===== src/pkg/smbwd_defines.svh =====
// constants of the smbus block write decoder
// assumes inclusion by bare name from the package and the design files
`ifndef SMBWD_DEFINES_SVH
`define SMBWD_DEFINES_SVH

// slave address: upper four bits fixed, lower three from straps
`define SMBWD_ADDR_HI       4'hd
`define SMBWD_STRAP_W       3
// frame constants
`define SMBWD_CMD_CODE      8'hbe
`define SMBWD_BYTE_COUNT    8'h08
`define SMBWD_OP_WRITE      3'h3
`define SMBWD_OP_READ       3'h4
// byte positions inside the frame, address byte first
`define SMBWD_IDX_ADDR      4'h0
`define SMBWD_IDX_CMD       4'h1
`define SMBWD_IDX_CNT       4'h2
`define SMBWD_IDX_OP        4'h3
`define SMBWD_IDX_C2        4'h4
`define SMBWD_IDX_C3        4'h5
`define SMBWD_IDX_C4        4'h6
`define SMBWD_IDX_D1        4'h7
`define SMBWD_IDX_D4        4'ha
`define SMBWD_IDX_PEC       4'hb
`define SMBWD_IDX_MAX       4'hc
// field positions
`define SMBWD_OP_MSB        2
`define SMBWD_PORT_HI_MSB   3
`define SMBWD_PORT_LO_BIT   7
`define SMBWD_BE_MSB        5
`define SMBWD_BE_LSB        2
`define SMBWD_AHI_MSB       1
// bits per byte and the ack slot
`define SMBWD_BIT_ACK       4'h8
// crc-8, polynomial x^8+x^2+x+1
`define SMBWD_CRC_POLY      8'h07
`define SMBWD_CRC_INIT      8'h00
// number of ports reachable
`define SMBWD_PORT_COUNT    6
`endif


===== src/pkg/smbwd_pkg.sv =====
// types of the smbus block write decoder
// assumes smbwd_defines.svh on the include path
package smbwd_pkg;
  `include "smbwd_defines.svh"

  typedef enum logic [1:0] {
    SMBWD_IDLE,
    SMBWD_ACTIVE,
    SMBWD_IGNORE
  } smbwd_fsm_t;

  // write request handed to the register file
  typedef struct packed {
    logic        stb;
    logic [5:0]  port_sel;
    logic [11:0] addr;
    logic [31:0] data;
    logic [3:0]  be;
  } smbwd_wr_t;

  // whole state of the decoder
  typedef struct packed {
    smbwd_fsm_t  fsm;
    logic        scl_p;
    logic        sda_p;
    logic [3:0]  bit_cnt;
    logic        in_ack;
    logic [7:0]  shreg;
    logic [3:0]  idx;
    logic        bad;
    logic        rd_op;
    logic [7:0]  crc;
    logic        pec_fail;
    logic [4:0]  port;
    logic [3:0]  be;
    logic [9:0]  addr;
    logic [31:0] data;
    logic        sda_o;
    logic        sda_oe;
    smbwd_wr_t   wr;
  } smbwd_st_t;
endpackage


===== src/verilog/smbwd_sync.sv =====
// two-flop synchroniser for pins from outside the clock domain
// assumes the inputs are levels that stay put for several clocks
`timescale 1ns/1ns
module smbwd_sync #(
  parameter int W = 1
) (
  // clock and reset
  input  wire logic         clk_in,
  input  wire logic         rst_in,
  // pins and synchronised copy
  input  wire logic [W-1:0] d_in,
  output logic      [W-1:0] q_out
);
  logic [W-1:0] meta_q;

  // first stage is read only by the second
  always_ff @(posedge clk_in or posedge rst_in) begin
    if (rst_in) begin
      meta_q <= '0;
      q_out  <= '0;
    end else begin
      meta_q <= d_in;
      q_out  <= meta_q;
    end
  end
endmodule


===== src/verilog/smbwd_top.sv =====
// smbus block write decoder: receives one config write frame and hands it on
// assumes scl from the master (no clock stretching) and an external open-drain sda wire
//
// Contract
// - command code must be BEh; wrong code NACKed with all later bytes
// - byte count must be 08h; other counts NACKed with following bytes
// - byte count never includes the optional error code byte
// - byte after fourth data byte is the error code, checked when present
// - failed error code: drop the write, NACK the error code byte
// - error check skip input suppresses the error code check
// - first command byte bits 2:0: 011b write, 100b read, rest reserved
// - port index: second byte bits 3:0 high, third byte bit 7 low
// - port index selects that port; indices 0 to 5 map directly
// - third byte bits 5:2 enable register bytes 0 through 3
// - disabled bytes stay unchanged, enabled bytes take the matching data
// - dword address from third byte bits 1:0 and fourth byte
// - first data byte is register bits 31:24, last is 7:0
// - address bits 1:0 are zero, whole aligned dword accessed
// - slave address is 1101 above three strap bits
`timescale 1ns/1ns
`include "smbwd_defines.svh"
module smbwd_top
  import smbwd_pkg::*;
(
  // clock and reset
  input  wire logic        CLK_SYS_IN,
  input  wire logic        SYS_RST_IN,
  // smbus pins
  input  wire logic        SCL_IN,
  input  wire logic        SDA_IN,
  output logic             SDA_OUT,
  output logic             SDA_OE_OUT,
  // address straps and control
  input  wire logic [2:0]  ADDR_STRAP_IN,
  input  wire logic        ERROR_CHECK_SKIP_IN,
  // register write request
  output logic             WR_STB_OUT,
  output logic [5:0]       WR_PORT_SEL_OUT,
  output logic [11:0]      WR_ADDR_OUT,
  output logic [31:0]      WR_DATA_OUT,
  output logic [3:0]       WR_BE_OUT
);
  localparam smbwd_st_t ST_RST = '0;

  smbwd_st_t  st_q;
  smbwd_st_t  st_d;
  logic [4:0] pins_s;
  logic       scl_s;
  logic       sda_s;
  logic [2:0] strap_s;

  // crc-8 over one byte, msb first
  function automatic logic [7:0] crc_step(input logic [7:0] crc, input logic [7:0] b);
    logic [7:0] c;
    c = crc ^ b;
    for (int i = 0; i < 8; i++) begin
      c = c[7] ? ({c[6:0], 1'b0} ^ `SMBWD_CRC_POLY) : {c[6:0], 1'b0};
    end
    return c;
  endfunction

  // pins cross into the system clock here
  smbwd_sync #(
    .W(5)
  ) u_sync (
    .clk_in (CLK_SYS_IN),
    .rst_in (SYS_RST_IN),
    .d_in   ({SCL_IN, SDA_IN, ADDR_STRAP_IN}),
    .q_out  (pins_s)
  );

  assign scl_s   = pins_s[4];
  assign sda_s   = pins_s[3];
  assign strap_s = pins_s[2:0];

  // next-state logic of the whole decoder
  always_comb begin
    logic start_c;
    logic stop_c;
    logic rise_c;
    logic fall_c;
    logic nack_c;
    logic err_c;
    logic commit_c;
    start_c  = 1'b0;
    stop_c   = 1'b0;
    rise_c   = 1'b0;
    fall_c   = 1'b0;
    nack_c   = 1'b0;
    err_c    = 1'b0;
    commit_c = 1'b0;
    st_d        = st_q;
    st_d.wr.stb = 1'b0;
    st_d.scl_p  = scl_s;
    st_d.sda_p  = sda_s;
    // sda moves while scl high only for start and stop
    start_c = st_q.scl_p & scl_s & st_q.sda_p & ~sda_s;
    stop_c  = st_q.scl_p & scl_s & ~st_q.sda_p & sda_s;
    rise_c  = ~st_q.scl_p & scl_s;
    fall_c  = st_q.scl_p & ~scl_s;
    commit_c = (st_q.fsm == SMBWD_ACTIVE) && !st_q.bad && !st_q.pec_fail && !st_q.rd_op
               && (st_q.idx >= `SMBWD_IDX_PEC) && (st_q.port < 5'(`SMBWD_PORT_COUNT));

    if (start_c) begin
      // a repeated start abandons whatever frame was open
      st_d.fsm      = SMBWD_ACTIVE;
      st_d.bit_cnt  = 4'h0;
      st_d.in_ack   = 1'b0;
      st_d.idx      = `SMBWD_IDX_ADDR;
      st_d.bad      = 1'b0;
      st_d.rd_op    = 1'b0;
      st_d.crc      = `SMBWD_CRC_INIT;
      st_d.pec_fail = 1'b0;
      st_d.sda_oe   = 1'b0;
    end else if (stop_c) begin
      if (commit_c) begin
        st_d.wr.stb = 1'b1;
        for (int p = 0; p < `SMBWD_PORT_COUNT; p++) begin
          st_d.wr.port_sel[p] = (st_q.port == 5'(p));
        end
        st_d.wr.addr = {st_q.addr, 2'b00};
        st_d.wr.data = st_q.data;
        // byte enables passed with the data
        st_d.wr.be   = st_q.be;
      end
      st_d.fsm    = SMBWD_IDLE;
      st_d.sda_oe = 1'b0;
    end else if (st_q.fsm != SMBWD_IDLE) begin
      if (rise_c && !st_q.in_ack && (st_q.bit_cnt < `SMBWD_BIT_ACK)) begin
        st_d.shreg   = {st_q.shreg[6:0], sda_s};
        st_d.bit_cnt = st_q.bit_cnt + 4'h1;
      end
      if (fall_c && st_q.in_ack) begin
        // ack slot over: release the line, next byte
        st_d.in_ack  = 1'b0;
        st_d.sda_oe  = 1'b0;
        st_d.bit_cnt = 4'h0;
        if (st_q.idx < `SMBWD_IDX_MAX) begin
          st_d.idx = st_q.idx + 4'h1;
        end
      end else if (fall_c && (st_q.bit_cnt == `SMBWD_BIT_ACK)) begin
        st_d.in_ack = 1'b1;
        case (st_q.idx)
          `SMBWD_IDX_ADDR: begin
            // strap address match, write direction only
            if (st_q.shreg[7:1] != {`SMBWD_ADDR_HI, strap_s} || st_q.shreg[0]) begin
              st_d.fsm = SMBWD_IGNORE;
            end
          end
          `SMBWD_IDX_CMD: err_c = (st_q.shreg != `SMBWD_CMD_CODE);
          // count of eight, error code byte not counted
          `SMBWD_IDX_CNT: err_c = (st_q.shreg != `SMBWD_BYTE_COUNT);
          `SMBWD_IDX_OP: begin
            if (st_q.shreg[`SMBWD_OP_MSB:0] == `SMBWD_OP_READ) begin
              st_d.rd_op = 1'b1;
            end else if (st_q.shreg[`SMBWD_OP_MSB:0] != `SMBWD_OP_WRITE) begin
              err_c = 1'b1;
            end
          end
          `SMBWD_IDX_C2: st_d.port[4:1] = st_q.shreg[`SMBWD_PORT_HI_MSB:0];
          `SMBWD_IDX_C3: begin
            st_d.port[0]   = st_q.shreg[`SMBWD_PORT_LO_BIT];
            st_d.be        = st_q.shreg[`SMBWD_BE_MSB:`SMBWD_BE_LSB];
            st_d.addr[9:8] = st_q.shreg[`SMBWD_AHI_MSB:0];
          end
          `SMBWD_IDX_C4: st_d.addr[7:0] = st_q.shreg;
          `SMBWD_IDX_PEC: begin
            if (!ERROR_CHECK_SKIP_IN && (st_q.crc != st_q.shreg)) begin
              st_d.pec_fail = 1'b1;
              nack_c        = 1'b1;
            end
          end
          default: begin
            if (st_q.idx > `SMBWD_IDX_PEC) begin
              err_c = 1'b1; // nothing may follow the error code byte
            end else begin
              // first data byte lands in bits 31:24
              st_d.data = {st_q.data[23:0], st_q.shreg};
            end
          end
        endcase
        // crc over address byte through fourth data byte
        if (st_q.idx <= `SMBWD_IDX_D4) begin
          st_d.crc = crc_step(st_q.crc, st_q.shreg);
        end
        // a bad byte poisons the rest of the frame
        if (err_c) begin
          st_d.bad = 1'b1;
        end
        // pull low to acknowledge, release to refuse
        st_d.sda_oe = !(nack_c || err_c || st_q.bad) && (st_d.fsm == SMBWD_ACTIVE);
      end
    end
  end

  // single state register
  always_ff @(posedge CLK_SYS_IN or posedge SYS_RST_IN) begin
    if (SYS_RST_IN) begin
      st_q <= ST_RST;
    end else begin
      st_q <= st_d;
    end
  end

  // outputs straight from the state register
  assign SDA_OUT         = st_q.sda_o; // always low, open drain
  assign SDA_OE_OUT      = st_q.sda_oe;
  assign WR_STB_OUT      = st_q.wr.stb;
  assign WR_PORT_SEL_OUT = st_q.wr.port_sel;
  assign WR_ADDR_OUT     = st_q.wr.addr;
  assign WR_DATA_OUT     = st_q.wr.data;
  assign WR_BE_OUT       = st_q.wr.be;
endmodule


===== config.mk =====
export PLATFORM = sky130hd
export DESIGN_NAME = smbwd_top
export DESIGN_NICKNAME = d
export VERILOG_FILES = /design/src/pkg/smbwd_pkg.sv /design/src/verilog/smbwd_sync.sv /design/src/verilog/smbwd_top.sv
export VERILOG_INCLUDE_DIRS = /design/src /design/src/pkg
export SDC_FILE = /design/constraint.sdc
export NUM_CORES = 1
export LEC_CHECK = 0
export ABC_AREA = 1
export CAP_MARGIN = 10
export CORE_AREA = 2 2 136 138
export CTS_CLUSTER_SIZE = 24
export DETAILED_ROUTE_END_ITERATION = 10
export DIE_AREA = 0 0 138 140
export DONT_BUFFER_PORTS = 1
export GPL_TIMING_DRIVEN = 0
export PLACE_DENSITY = 0.54
export SYNTH_ARGS = -nofsm -noshare
export SYNTH_HDL_FRONTEND = slang
export SYNTH_SLANG_ARGS = --single-unit

===== constraint.sdc =====
create_clock -name CLK_SYS_IN -period 6.1 [get_ports CLK_SYS_IN]
set_input_delay 1.525 -clock CLK_SYS_IN [delete_from_list [all_inputs] [get_ports CLK_SYS_IN]]
set_output_delay 1.525 -clock CLK_SYS_IN [all_outputs]
set_load 0.005 [all_outputs]

==> flow_metrics.env <==
export IMPL_dpl_hpwl_um=11700
export IMPL_numPlacedInstances=1070
export IMPL_synth_top_cells_by_count="297 x nand2_1, 147 x dfrtp_1, 72 x o21ai_0"
export IMPL_timing_final_hold_violations=0
export IMPL_cap_violations=0
export IMPL_ios=65
export IMPL_critPathLaunchType="flop"
export IMPL_crit_type="flop to output port"
export IMPL_fin_setup_tns_ns=0
export IMPL_yosysSeqAreaShare_pct=52.3
export IMPL_overflow=0
export IMPL_fin_crit_ns=2.51
export IMPL_crit_chain="buf_4"
export IMPL_relSlewSlack_pct=50.6
export IMPL_cts_repair_resized=0
export IMPL_grt_total_usage_pct=17.5
export IMPL_cts_buffers=17
export IMPL_grt_pass1_vias=5236
export IMPL_totalWireLength_um=16300
export IMPL_fmax_mhz=398
export IMPL_finalClockSkew_ns=0.0136
export IMPL_port_buffers=0
export IMPL_path_buf_inv=1
export IMPL_peakVddDrop_mv=0.205
export IMPL_place_area_sq_um=7360
export IMPL_crit_family="flip-flops"
export IMPL_setup_violations=0
export IMPL_start_util_pct=39.5
export IMPL_synth_most_common_cell="nand2_1"
export IMPL_path_max_fanout=2
export IMPL_clk_pin_slew_ns=0.07
export IMPL_synthTopCellsByArea="dfrtp_1 52%, nand2_1 16%, buf_4 6.5%"
export IMPL_synth_edff_count=0
export IMPL_total_power_uw=2680
export IMPL_power_density_nw_per_um2=337
export IMPL_layout_nets=877
export IMPL_ant_nets=0
export IMPL_fp_row_count=49
export IMPL_slowest_delay_ns=0.41
export IMPL_coreArea_sq_um=17800
export IMPL_report_final_slew_viol_count=0
export IMPL_status="finished clean"
export IMPL_async_reset_ff_share_pct=100
export IMPL_critical_path_slowest_cell="dfrtp_1"
export IMPL_grt_max_degree=81
export IMPL_synth_distinct_cells=28
export IMPL_drive_gt1_share_pct=13.9
export IMPL_avgViaCountPerCell=4.85
export IMPL_cts_hold_buf=0
export IMPL_areaGrowthSynthToFinish_pct=13.4
export IMPL_dieArea_sq_um=19300
export IMPL_ys_flop_type="dfrtp_1"
export IMPL_final_area_sq_um=7970
export IMPL_synth_area_sq_um=7030
export IMPL_cts_sinks=147
export IMPL_crit_arrival_ns=0.98
export IMPL_finalCritPeriodShare_pct=41.1
export IMPL_yosysTopAreaCell="dfrtp_1"
export IMPL_antenna_cells=0
export IMPL_ys_warnings_count=0
export IMPL_wire_per_inst_um=14.8
export IMPL_clkLatencyLatePin_ns=0.43
export IMPL_gp_congestion=0.830
export IMPL_worst_pin_slew_ns=0.741
export IMPL_cp_required_ns=4.58
export IMPL_rsz0062_at_grt="no"
export IMPL_p_leak_uw=0.00427
export IMPL_cts_setup_buffers=0
export IMPL_drc_errors=0
export IMPL_grt_pass1_wl_um=27000
export IMPL_drt_iter0_markers=343
export IMPL_htree_levels=4
export IMPL_avgSynthCellArea_sq_um=8.39
export IMPL_yosys_area_top_type_share_pct=52.3
export IMPL_clock_path_buffers=2
export IMPL_synth_cells=838
export IMPL_dr_pass1_iters=5
export IMPL_hold_class="flop to flop"
export IMPL_cts_tree="yes"
export IMPL_cts_root_buf="clkbuf_16"
export IMPL_stdcell_count=1102
export IMPL_die_h_um=140
export IMPL_ys_seq_elements=147
export IMPL_endpoint_kind="output port"
export IMPL_grt_antenna_before_repair=0
export IMPL_vias=5341
export IMPL_die_w_um=138
## final timing paths
check / endpoint / slack (ns) / cells after the start / start
worst max-delay path: WR_ADDR_OUT[4] / 3.59 / 1 / WR_ADDR_OUT[4]
worst min-delay path: u_sync.q_out[3] / 0.35 / 0 / u_sync.meta_q[3]
worst max register to register: WR_ADDR_OUT[9] / 3.99 / 7 / st_q[119]
worst min register to register: u_sync.q_out[3] / 0.35 / 0 / u_sync.meta_q[3]
max in group asynchronous: st_q[80] / 4.20 / 2 / SYS_RST_IN
min in group asynchronous: WR_DATA_OUT[28] / 1.09 / 1 / SYS_RST_IN
## placed cells by master (no fill, tap or decap), types with 4 or more instances in the layout
master	netlist	layout
nand2_1	297	297
dfrtp_1	147	147
o21ai_0	72	72
buf_4	61	61
inv_1	52	51
nand4_1	48	48
nand3_1	35	35
nor2_1	31	31
clkbuf_1	16	17
clkbuf_16	0	17
a21oi_1	13	13
buf_2	12	12
nor3_1	10	10
ha_1	9	9
xnor2_1	7	7
xor2_1	6	6
nand3_2	5	5
inv_6	0	5
clkinv_4	0	4
## per-stage QoR
step	hold slack [ns]	setup WS (ns)	utilization, %
floorplan	0.331	0.624	-
global placement	0.332	-1.20	41.2
detailed placement	0.336	3.69	41.4
CTS	0.351	3.57	44.8
global route	0.355	3.56	44.8
finish	0.348	3.59	44.8
## per-layer routing
layer  GRT usage, %  vias up  part of all wire, %
met5              0        -                    0
met4           6.12        0                  1.8
met3           3.32       22                  3.4
met2           28.6       99                   47
met1           23.5     2515                   48
li1               -     2705                    -
## area by class of cell
cell class                      instances  area (sq um)
Inverter                               55           211
Clock inverter                         13           173
Buffer                                 91           586
Sequential cell                       147          3680
Fill cell                            1807          9810
Multi-Input combinational cell        547          2570
Clock buffer                           19           443
Timing Repair Buffer                    1          27.5
Tap cell                              229           287
## cell families (layout without fill, tap and decap cells)
kind of cell | after synthesis | in the layout | synth area share [%]
compound gates | 88 | 88 | 6.35
xor+xnor | 13 | 13 | 1.62
fa+ha+maj | 9 | 9 | 1.60
buf+inv | 146 | 179 | 11.3
flops | 147 | 147 | 52.3
other cells | 1 | 3 | 0.0533
simple gates | 434 | 434 | 26.8
## sequential cells by signal, indices dropped and copies added (netlist names)
signal	flops
WR_BE_OUT	4
WR_STB_OUT	1
u_sync.q_out	5
WR_ADDR_OUT	10
SDA_OE_OUT	1
WR_DATA_OUT	32
WR_PORT_SEL_OUT	6
u_sync.meta_q	5
st_q	83
## where the power goes
group          total (uW)  internal, uW  leakage, uW  switching, uW
clock network        1100           661     0.000299            434
registers            1080          1030      0.00201           53.2
logic                 510           156      0.00196            354
No activity file was read; power rests on OpenSTA's default activity.
